File: src/logic/dioce_regs.vh
// Constants for the digital input/output counter and encoder block
// What this block does
// (RULE_01) Eight lines: six bidirectional, two input only
// (RULE_02) Lines one to eight, line one is LSB
// (RULE_03) Sampling starts on run, at configured rate
// (RULE_04) Run captures inputs as filter initial state
// (RULE_05) Counters optionally filtered; encoders never filtered
// (RULE_06) Filter is up/down counter, per-line threshold
// (RULE_07) Count up on one, down on zero, saturating
// (RULE_08) Output changes only at zero or threshold
// (RULE_09) Threshold range is 1 to 255
// (RULE_10) 32-bit counters count both or rising edges
// (RULE_11) Per-input inversion allows falling-edge counting
// (RULE_12) Alarm when count exceeds limit 1..255; the code alarms when the count since the last alarm reaches the limit
// (RULE_13) Time stamp each increment, reported on read
// (RULE_14) Encoders use odd-starting adjacent line pairs
// (RULE_15) Encoder 32-bit up/down; inversion swaps direction
// (RULE_16) Two encoder alarm thresholds, one per direction
// (RULE_17) Lines allocate to encoders, counters, or mix
// (RULE_18) Outputs switched by command; pulse command pulses
// (RULE_19) Count valid Gray steps, ignore double transitions
// (RULE_20) Pulse commands ignored while stopped
`ifndef DIOCE_REGS_VH
`define DIOCE_REGS_VH

// ----------------------------------------------------------------
// Register offsets (word addresses)
// ----------------------------------------------------------------
`define DIOCE_CTRL 8'h00
`define DIOCE_STATUS 8'h01
`define DIOCE_RATE 8'h02
`define DIOCE_OUT_EN 8'h03
`define DIOCE_OUT_VAL 8'h04
`define DIOCE_PULSE 8'h05
`define DIOCE_PULSE_LEN 8'h06
`define DIOCE_FILT_EN 8'h07
`define DIOCE_INVERT 8'h08
`define DIOCE_BOTH_EDGE 8'h09
`define DIOCE_ENC_EN 8'h0a
`define DIOCE_ALARM 8'h0b
`define DIOCE_TIME 8'h0c
`define DIOCE_PINS 8'h0d
// Per-line banks: base plus line index 0..7
`define DIOCE_THR_BASE 8'h10
`define DIOCE_LIM_BASE 8'h18
`define DIOCE_CNT_BASE 8'h20
`define DIOCE_STAMP_BASE 8'h28

// ----------------------------------------------------------------
// Fields and reset values
// ----------------------------------------------------------------
`define DIOCE_CTRL_RUN 0
`define DIOCE_CTRL_STOP 1
`define DIOCE_RATE_RST 32'h0001_86a0
`define DIOCE_THR_RST 8'h01
`define DIOCE_LIM_RST 8'h01
`define DIOCE_PULSE_LEN_RST 32'h0000_0064

`endif

File: src/logic/dioce_top.v
// Digital input/output counter and shaft encoder block
//
// Local design decisions: the address map and the plain strobed port.
`timescale 1ns/1ps
`include "dioce_regs.vh"

module dioce_top #(
  parameter NLINES = 8,
  parameter NOUT = 6
) (
  // Clock and reset
  input wire core_clk,
  input wire rst,
  // Register port
  input wire [7:0] reg_addr,
  input wire [31:0] reg_wdata,
  input wire reg_wr,
  input wire reg_rd,
  output reg [31:0] reg_rdata,
  // Digital lines (line one is bit 0)
  input wire [NLINES-1:0] line_in,
  output wire [NLINES-1:0] line_out,
  output wire [NLINES-1:0] line_oe,
  // Host alarm and run messages
  output reg alarm_pulse,
  output reg [3:0] alarm_src,
  output reg run_done
);

  // ----------------------------------------------------------------
  // Control registers
  // ----------------------------------------------------------------
  reg running_ff; // Run state
  reg [31:0] rate_ff; // Sample divider, in core clocks
  reg [31:0] div_ff; // Divider count
  reg [31:0] time_ff; // Free time base in samples
  reg [NOUT-1:0] out_en_ff; // Output enables
  reg [NOUT-1:0] out_val_ff; // Steady output levels
  reg [NOUT-1:0] pulse_mask_ff; // Lines currently pulsed
  reg [31:0] pulse_len_ff; // Pulse length in core clocks
  reg [31:0] pulse_cnt_ff; // Pulse remaining
  reg [NLINES-1:0] filt_en_ff; // Filter enable per line
  reg [NLINES-1:0] inv_ff; // Inversion per line
  reg [NLINES-1:0] both_ff; // Both-edge mode per line
  reg [3:0] enc_en_ff; // Encoder on pair
  reg [NLINES-1:0] alarm_ff; // Sticky alarm flags, bit per line
  reg [7:0] thr_ff [0:NLINES-1]; // Filter thresholds
  reg [7:0] lim_ff [0:NLINES-1]; // Alarm limits
  reg [7:0] fcnt_ff [0:NLINES-1]; // Filter counts
  reg [NLINES-1:0] fout_ff; // Filter outputs
  reg [NLINES-1:0] prev_ff; // Previous counter-input level
  reg [31:0] cnt_ff [0:NLINES-1]; // Counters (encoder uses even slot)
  reg [31:0] stamp_ff [0:NLINES-1]; // Time of last count
  reg [31:0] base_ff [0:NLINES-1]; // Count at last alarm
  reg start_ff; // One-cycle pulse after run

  wire sample_en; // One-cycle sample tick
  wire [NLINES-1:0] inv_in; // Raw inputs after per-line inversion
  wire wr_lines; // Write to a per-line bank
  wire [2:0] widx; // Per-line index
  wire [NLINES-1:0] dn_hit; // Down alarm due, decided on each pair's even slot
  integer i;

  assign sample_en = running_ff && (div_ff == 32'h0000_0000); // RULE_03
  assign inv_in = line_in ^ inv_ff; // RULE_11
  assign widx = reg_addr[2:0];
  assign wr_lines = reg_wr && (reg_addr[7:4] != 4'h0);

  // ----------------------------------------------------------------
  // Outputs: open drain style, lines 2..7 can drive
  // ----------------------------------------------------------------
  // Line 1 and line 8 are input only, so their enables stay low
  assign line_oe = {1'b0, out_en_ff, 1'b0}; // RULE_01
  assign line_out = {1'b0, out_val_ff ^ pulse_mask_ff, 1'b0}; // RULE_18

  // Decode whether a line belongs to an active encoder pair
  function enc_line;
    input [3:0] en;
    input [2:0] idx;
    begin
      enc_line = en[idx[2:1]]; // RULE_14
    end
  endfunction

  // ----------------------------------------------------------------
  // Control, sample divider and register writes
  // ----------------------------------------------------------------
  always @(posedge core_clk)
  begin
    if (rst)
    begin
      running_ff <= 1'b0;
      rate_ff <= `DIOCE_RATE_RST;
      div_ff <= 32'h0000_0000;
      time_ff <= 32'h0000_0000;
      out_en_ff <= {NOUT{1'b0}};
      out_val_ff <= {NOUT{1'b0}};
      pulse_mask_ff <= {NOUT{1'b0}};
      pulse_len_ff <= `DIOCE_PULSE_LEN_RST;
      pulse_cnt_ff <= 32'h0000_0000;
      filt_en_ff <= {NLINES{1'b0}};
      inv_ff <= {NLINES{1'b0}};
      both_ff <= {NLINES{1'b0}};
      enc_en_ff <= 4'h0;
      start_ff <= 1'b0;
      run_done <= 1'b0;
    end
    else
    begin
      start_ff <= 1'b0;
      run_done <= start_ff;
      // Divider reloads each tick; stopped it holds at zero
      if (!running_ff)
        div_ff <= 32'h0000_0000;
      else if (div_ff == 32'h0000_0000)
        div_ff <= rate_ff - 32'h0000_0001;
      else
        div_ff <= div_ff - 32'h0000_0001;
      if (sample_en)
        time_ff <= time_ff + 32'h0000_0001;
      // Pulse timer restores the steady level when it runs out
      if (pulse_cnt_ff != 32'h0000_0000)
        pulse_cnt_ff <= pulse_cnt_ff - 32'h0000_0001;
      else
        pulse_mask_ff <= {NOUT{1'b0}};
      if (reg_wr)
      begin
        case (reg_addr)
          `DIOCE_CTRL:
          begin
            if (reg_wdata[`DIOCE_CTRL_RUN])
            begin
              running_ff <= 1'b1; // RULE_03
              start_ff <= 1'b1;
            end
            else if (reg_wdata[`DIOCE_CTRL_STOP])
            begin
              running_ff <= 1'b0;
              pulse_mask_ff <= {NOUT{1'b0}};
            end
          end
          `DIOCE_RATE: rate_ff <= (reg_wdata == 32'h0) ? 32'h0000_0001 : reg_wdata;
          `DIOCE_OUT_EN: out_en_ff <= reg_wdata[NOUT-1:0];
          `DIOCE_OUT_VAL: out_val_ff <= reg_wdata[NOUT-1:0]; // RULE_18
          `DIOCE_PULSE:
          begin
            if (running_ff) // RULE_20
            begin
              pulse_mask_ff <= reg_wdata[NOUT-1:0]; // RULE_18
              pulse_cnt_ff <= pulse_len_ff;
            end
          end
          `DIOCE_PULSE_LEN: pulse_len_ff <= reg_wdata;
          `DIOCE_FILT_EN: filt_en_ff <= reg_wdata[NLINES-1:0];
          `DIOCE_INVERT: inv_ff <= reg_wdata[NLINES-1:0];
          `DIOCE_BOTH_EDGE: both_ff <= reg_wdata[NLINES-1:0];
          `DIOCE_ENC_EN: enc_en_ff <= reg_wdata[3:0]; // RULE_17
          default: ;
        endcase
      end
    end
  end

  // ----------------------------------------------------------------
  // Per-line threshold and limit writes
  // ----------------------------------------------------------------
  always @(posedge core_clk)
  begin
    if (rst)
    begin
      for (i = 0; i < NLINES; i = i + 1)
      begin
        thr_ff[i] <= `DIOCE_THR_RST;
        lim_ff[i] <= `DIOCE_LIM_RST;
      end
    end
    else if (wr_lines)
    begin
      // Zero is outside the legal range, so it is forced up to one
      if (reg_addr[7:3] == 5'h02) // Threshold bank
        thr_ff[widx] <= (reg_wdata[7:0] == 8'h00) ? 8'h01 : reg_wdata[7:0]; // RULE_09
      if (reg_addr[7:3] == 5'h03) // Limit bank
        lim_ff[widx] <= (reg_wdata[7:0] == 8'h00) ? 8'h01 : reg_wdata[7:0]; // RULE_12
    end
  end

  // ----------------------------------------------------------------
  // Per-line filter, edge counter and encoder
  // ----------------------------------------------------------------
  genvar g;
  generate
    for (g = 0; g < NLINES; g = g + 1)
    begin : g_line
      wire is_enc;
      wire fin; // Counter input after optional filter
      wire edge_hit;
      wire [1:0] q_now;
      wire [1:0] q_old;
      wire step_up;
      wire step_dn;
      wire [31:0] delta;
      assign is_enc = enc_line(enc_en_ff, g[2:0]);
      // Encoder lines bypass the filter entirely
      assign fin = (filt_en_ff[g] && !is_enc) ? fout_ff[g] : inv_in[g]; // RULE_05
      assign edge_hit = (fin != prev_ff[g]) && (both_ff[g] || fin); // RULE_10
      // Quadrature decode lives on the even slot of each pair
      if (g % 2 == 0)
      begin : g_enc
        assign q_now = {inv_in[g+1], inv_in[g]};
        assign q_old = {prev_ff[g+1], prev_ff[g]};
        // Forward Gray order 00-01-11-10; a two-bit jump is ignored
        assign step_up = (q_old == 2'b00 && q_now == 2'b01) ||
                         (q_old == 2'b01 && q_now == 2'b11) ||
                         (q_old == 2'b11 && q_now == 2'b10) ||
                         (q_old == 2'b10 && q_now == 2'b00); // RULE_19
        assign step_dn = (q_now == 2'b00 && q_old == 2'b01) ||
                         (q_now == 2'b01 && q_old == 2'b11) ||
                         (q_now == 2'b11 && q_old == 2'b10) ||
                         (q_now == 2'b10 && q_old == 2'b00); // RULE_19
        // Decided here but raised by the odd slot, so each alarm bit has one driver
        assign dn_hit[g] = step_dn &&
                           (base_ff[g] - cnt_ff[g] + 32'h0000_0001 == {24'h0, lim_ff[g+1]});
      end
      else
      begin : g_noenc
        assign q_now = 2'b00;
        assign q_old = 2'b00;
        assign step_up = 1'b0;
        assign step_dn = 1'b0;
        assign dn_hit[g] = 1'b0;
      end
      assign delta = cnt_ff[g] - base_ff[g];

      always @(posedge core_clk)
      begin
        if (rst)
        begin
          fcnt_ff[g] <= 8'h00;
          fout_ff[g] <= 1'b0;
          prev_ff[g] <= 1'b0;
          cnt_ff[g] <= 32'h0000_0000;
          stamp_ff[g] <= 32'h0000_0000;
          base_ff[g] <= 32'h0000_0000;
          alarm_ff[g] <= 1'b0;
        end
        else if (start_ff)
        begin
          // Present levels become the assumed initial state
          fout_ff[g] <= inv_in[g]; // RULE_04
          fcnt_ff[g] <= inv_in[g] ? thr_ff[g] : 8'h00; // RULE_04
          prev_ff[g] <= inv_in[g];
          cnt_ff[g] <= 32'h0000_0000;
          base_ff[g] <= 32'h0000_0000;
          alarm_ff[g] <= 1'b0;
        end
        else
        begin
          // Reading the alarm word clears it; a new alarm wins
          if (reg_rd && reg_addr == `DIOCE_ALARM)
            alarm_ff[g] <= 1'b0;
          if (sample_en)
          begin
            // Saturating hysteresis filter
            if (inv_in[g] && fcnt_ff[g] < thr_ff[g])
              fcnt_ff[g] <= fcnt_ff[g] + 8'h01; // RULE_07
            else if (!inv_in[g] && fcnt_ff[g] != 8'h00)
              fcnt_ff[g] <= fcnt_ff[g] - 8'h01; // RULE_07
            if (inv_in[g] && fcnt_ff[g] + 8'h01 >= thr_ff[g])
              fout_ff[g] <= 1'b1; // RULE_08
            else if (!inv_in[g] && fcnt_ff[g] <= 8'h01)
              fout_ff[g] <= 1'b0; // RULE_08
            prev_ff[g] <= is_enc ? inv_in[g] : fin; // RULE_06
            if (is_enc && g % 2 == 0)
            begin
              // Encoder counter and two direction alarms
              if (step_up || step_dn)
              begin
                cnt_ff[g] <= step_up ? cnt_ff[g] + 32'h0000_0001
                                     : cnt_ff[g] - 32'h0000_0001; // RULE_15
                stamp_ff[g] <= time_ff;
              end
              if (step_up && delta + 32'h0000_0001 == {24'h0, lim_ff[g]})
              begin
                alarm_ff[g] <= 1'b1; // RULE_16
                base_ff[g] <= cnt_ff[g] + 32'h0000_0001;
              end
              else if (dn_hit[g])
                base_ff[g] <= cnt_ff[g] - 32'h0000_0001; // RULE_16
            end
            else if (is_enc)
            begin
              // Odd slot owns the down alarm bit of its pair
              if (dn_hit[g - g % 2])
                alarm_ff[g] <= 1'b1; // RULE_16
            end
            else if (edge_hit)
            begin
              cnt_ff[g] <= cnt_ff[g] + 32'h0000_0001; // RULE_10
              stamp_ff[g] <= time_ff; // RULE_13
              if (delta + 32'h0000_0001 == {24'h0, lim_ff[g]})
              begin
                alarm_ff[g] <= 1'b1; // RULE_12
                base_ff[g] <= cnt_ff[g] + 32'h0000_0001;
              end
            end
          end
        end
      end
    end
  endgenerate

  // ----------------------------------------------------------------
  // Alarm message: one pulse naming the lowest new alarm
  // ----------------------------------------------------------------
  reg [NLINES-1:0] alarm_seen_ff;
  reg [NLINES-1:0] alarm_new;
  reg [3:0] nxt_src;
  integer k;
  always @*
  begin
    alarm_new = alarm_ff & ~alarm_seen_ff;
    nxt_src = 4'h0;
    for (k = NLINES - 1; k >= 0; k = k - 1)
      if (alarm_new[k])
        nxt_src = k[3:0];
  end

  always @(posedge core_clk)
  begin
    if (rst)
    begin
      alarm_seen_ff <= {NLINES{1'b0}};
      alarm_pulse <= 1'b0;
      alarm_src <= 4'h0;
    end
    else
    begin
      alarm_seen_ff <= alarm_ff;
      alarm_pulse <= |alarm_new; // RULE_12
      if (|alarm_new)
        alarm_src <= nxt_src;
    end
  end

  // ----------------------------------------------------------------
  // Read data, one cycle after the strobe
  // ----------------------------------------------------------------
  always @(posedge core_clk)
  begin
    if (rst)
      reg_rdata <= 32'h0000_0000;
    else if (reg_rd)
    begin
      case (reg_addr[7:3])
        5'h02: reg_rdata <= {24'h0, thr_ff[widx]};
        5'h03: reg_rdata <= {24'h0, lim_ff[widx]};
        5'h04: reg_rdata <= (widx[0] && enc_line(enc_en_ff, widx)) ?
                            cnt_ff[widx - 3'd1] : cnt_ff[widx];
        5'h05: reg_rdata <= stamp_ff[widx]; // RULE_13
        default:
        begin
          case (reg_addr)
            `DIOCE_CTRL: reg_rdata <= {31'h0, running_ff};
            `DIOCE_STATUS: reg_rdata <= {24'h0, fout_ff};
            `DIOCE_RATE: reg_rdata <= rate_ff;
            `DIOCE_OUT_EN: reg_rdata <= {26'h0, out_en_ff};
            `DIOCE_OUT_VAL: reg_rdata <= {26'h0, out_val_ff};
            `DIOCE_PULSE: reg_rdata <= {26'h0, pulse_mask_ff};
            `DIOCE_PULSE_LEN: reg_rdata <= pulse_len_ff;
            `DIOCE_FILT_EN: reg_rdata <= {24'h0, filt_en_ff};
            `DIOCE_INVERT: reg_rdata <= {24'h0, inv_ff};
            `DIOCE_BOTH_EDGE: reg_rdata <= {24'h0, both_ff};
            `DIOCE_ENC_EN: reg_rdata <= {28'h0, enc_en_ff};
            `DIOCE_ALARM: reg_rdata <= {24'h0, alarm_ff};
            `DIOCE_TIME: reg_rdata <= time_ff;
            `DIOCE_PINS: reg_rdata <= {24'h0, line_in}; // RULE_02
            default: reg_rdata <= 32'h0000_0000;
          endcase
        end
      endcase
    end
  end

endmodule // dioce_top

File: config.mk
export PLATFORM = sky130hd
export DESIGN_NAME = dioce_top
export DESIGN_NICKNAME = d
export VERILOG_FILES = /design/src/logic/dioce_top.v
export VERILOG_INCLUDE_DIRS = /design/src /design/src/logic
export SDC_FILE = /design/constraint.sdc
export NUM_CORES = 2
export LEC_CHECK = 0
export ABC_AREA = 1
export BUFFER_PORTS_ARGS = -buffer_cell sky130_fd_sc_hd__buf_2
export CELL_PAD_IN_SITES_DETAIL_PLACEMENT = 0
export CELL_PAD_IN_SITES_GLOBAL_PLACEMENT = 2
export CORE_MARGIN = 2
export CORE_UTILIZATION = 35
export CTS_CLUSTER_SIZE = 25
export DETAILED_ROUTE_END_ITERATION = 12
export PLACE_DENSITY = 0.86
export SLEW_MARGIN = 20
export SYNTH_ARGS = -nofsm -noshare
export SYNTH_HDL_FRONTEND = slang
export SYNTH_SLANG_ARGS = --single-unit
File: constraint.sdc
create_clock -name core_clk -period 7.8 [get_ports core_clk]
set_input_delay 1.56 -clock core_clk [delete_from_list [all_inputs] [get_ports core_clk]]
set_output_delay 1.56 -clock core_clk [all_outputs]
set_load 0.01 [all_outputs]
==> metrics.yaml <==
power:
  peakVddDrop_mv: 0.179
  p_seq_frac: 0.397
  p_sw_mw: 6.34
  power.density_nw_per_um2: 170
  pwr-share-comb: 0.211
  clock_power_share: 0.392
  p_leak_nw: 49.9
  intPower_mw: 12.9
  switching_share: 0.330
setup_path:
  worstPathRequired_ps: 8320
  slowest_delay_ps: 800
  worst_path_max_delay_cell: "o21ai_0"
  worstPathMaxFanout: 32
  cp_num_buf_inv: 4
  crit_family: "simple AND/OR/NAND/NOR gates"
  cp-start-kind: "flip-flop"
  worst_ep_arrival_time_ps: 6520
  worst-setup-path-type: "reg -> reg"
  cp-end-kind: "flip-flop"
  crit_path_cell_trace: "inv_1 > ha_1 > inv_1 > ha_1 > nand3_1 > o21ai_0 > nand3_1 > nand3_1 > xnor2_1 > nand2_1 > nor2_1 > nand2_1 > nor2_1 > nand4_2 > o21ai_0 > nor2_2 > buf_4 > nor2_1 > nand2_1 > buf_4"
detailed_routing:
  viasPerCell: 5.50
  firstDrtPassIters: 6
  routed_wl_microns: 449000
  drtIter0Drc: 11213
  wl_per_cell_microns: 24.8
  num_vias: 99684
  drcViolationCount: 0
  final_antenna_net_count: 0
sta:
  fin_skew_ps: 113
  fin_crit_sh: 0.769
  clock.fmax_mhz: 167
  fin_setup_tns_ps: 0
  rsz0062_at_grt: "no"
  slew_headroom: 0.113
  worstMarginPinSlew_ps: 1320
  setup_viol: 0
  drv_slew: 0
  finalCriticalPeriod_ps: 6000
  hold_viol: 0
yosys:
  synth-edff-count: 960
  post_synth.cell_area_avg_sq_um: 7.28
  synthTopCellsByCount: "2808 x nand2_1, 1961 x nor2_1, 1918 x inv_1"
  ys_warn_count: 0
  synth_cell_types: 92
  synth_area_leader_cell: "edfxtp_1"
  syn_inst: 14081
  netlist.area_leader.share: 0.281
  yosysMostFrequentCell: "nand2_1"
  ys_ff_latch: 1237
  ys.flop_type: "edfxtp_1"
  synthArstFlopShare: 0
  ys_seq_area_frac: 0.335
  syn_area_sq_um: 103000
  synth_area_leaders: "edfxtp_1 28%, ha_1 11%, nand2_1 10%"
clock_tree:
  clock-sinks: 1237
  cts_hold_buf: 0
  clk_latency_ps: 900
  cts_buffers: 156
  htreeDepth: 4
  post-cts-setup-buffer-count: 0
  clkTransAtPathRegs_ps: 60
  clock_path_buffers: 4
  cts_resized: 0
  cts_tree: "done"
  clockRootBuffer: "clkbuf_16"
global_route:
  antenna_found_initial: 34
  grt_pass1_wl_microns: 647000
  grt_overflow_total: 0
  grt_pass1_vias: 94205
  grt_max_degree: 97
  track_usage: 0.291
placed_design:
  place.gp.congestion: 1.04
  dpl.cell_count: 17824
  dp_hpwl_microns: 352000
  port_buffers: 100
floorplanning:
  initial_core_util: 0.352
  die_y_microns: 545
  dieArea_sq_um: 297000
  die_width_microns: 545
  core_sq_um: 291000
  rows: 198
  io_pins: 106
finish:
  area_delta_synth_final_pct: 10.2
  nets: 15020
  instances_no_fill: 18130
  drive_gt1_frac: 0.0561
outcome:
  outcome: "finished, final reports clean"
job:
  max-cap-violations: 0
hold_path:
  hold_class: "reg -> reg"
[sequential cells by signal, indices dropped and copies added (netlist names), 64 cells and up]
| name | cells |
|---|---|
| base_ff | 256 |
| cnt_ff | 256 |
| fcnt_ff | 64 |
| lim_ff | 64 |
| stamp_ff | 256 |
| thr_ff | 64 |
[layout by cell type, fill, tap and decap left out, drive strengths merged, types with 18 or more instances in the layout]
cell / synthesis / layout
dfxtp: 277 / 277
a21oi: 981 / 981
nor3: 324 / 324
a31oi: 34 / 34
a21boi: 18 / 18
xnor2: 161 / 161
xor2: 516 / 516
o311ai: 35 / 35
a211oi: 45 / 45
o21ai: 827 / 827
nand4: 276 / 276
nand2: 2819 / 2819
o21a: 38 / 38
a221oi: 108 / 108
o221ai: 51 / 51
nor4: 81 / 81
a21o: 33 / 33
buf: 98 / 265
edfxtp: 960 / 960
o22ai: 86 / 86
ha: 868 / 868
or2: 35 / 35
a22oi: 54 / 54
inv: 1947 / 1953
nand3: 688 / 688
clkinv: 54 / 120
a22o: 31 / 31
o211ai: 60 / 60
nor2: 2027 / 2027
nand3b: 49 / 49
o2111ai: 25 / 25
clkbuf: 321 / 195
o21bai: 35 / 35
[per-stage QoR]
step                power, mW  cell area (sq um)  hold slack, ps  worst slack [ps]   util
floorplan                10.3             103000             432              2640      -
global route             19.9             113000             491              1610  0.388
detailed placement       11.7             108000             462              1710  0.370
global placement         11.7             108000             457              1750  0.369
CTS                      19.2             113000             470              1780  0.387
finish                   19.2             113000             467              1800  0.388
[worst paths after layout]
kind         cells past startpoint         start              to  slack [ps]
min reg2reg                      2   time_ff[31]     time_ff[31]         470
max reg2reg                     20  cnt_ff[4][1]  base_ff[1][21]        1800
min                              2   time_ff[31]     time_ff[31]         470
max                             20  cnt_ff[4][1]  base_ff[1][21]        1800
[cell families (layout without fill, tap and decap cells)]
family,after synthesis,after routing,share of synthesized area
AO/OA/AOI/OAI,2516,2516,0.144
XOR/XNOR,679,679,0.0583
adder cells (fa/ha/maj),878,878,0.108
buffers and inverters,2420,2551,0.0910
flip-flops,1237,1237,0.335
other,1,19,0.0000366
AND/OR/NAND/NOR,6350,6350,0.264
[area by class of cell]
class                   count  area [sq um]
inverters                2001          7530
fillers                 30953        178000
multi-input cells       10428         59100
clock inverters            90           898
repair buffers            266          1800
flip-flops and latches   1237         34400
diodes                     14          35.0
well taps                3900          4880
clock buffers             194          4270
[power by group through the flow]
stage | clock [mW] | sequential (mW) | combinational (mW)
global placement | 0 | 7.76 | 3.98
global route | 7.81 | 7.65 | 4.47
CTS | 7.60 | 7.63 | 3.97
finish | 7.53 | 7.64 | 4.06
floorplan | 0 | 7.60 | 2.70
detailed placement | 0 | 7.76 | 3.95
[worst min-delay path: stages (launching register included)]
cell and delay [ps]:
dfxtp_1 310, nand2_1 60, a21oi_1 50
[metal layers]
layer	vias to the layer above	wire length (microns)	track usage
li1	47302	-	-
met5	-	103	0
met2	4259	192000	0.444
met4	16	23100	0.132
met3	801	38600	0.0526
met1	47306	195000	0.398
Note: power is estimated with default switching activity, not from simulation.
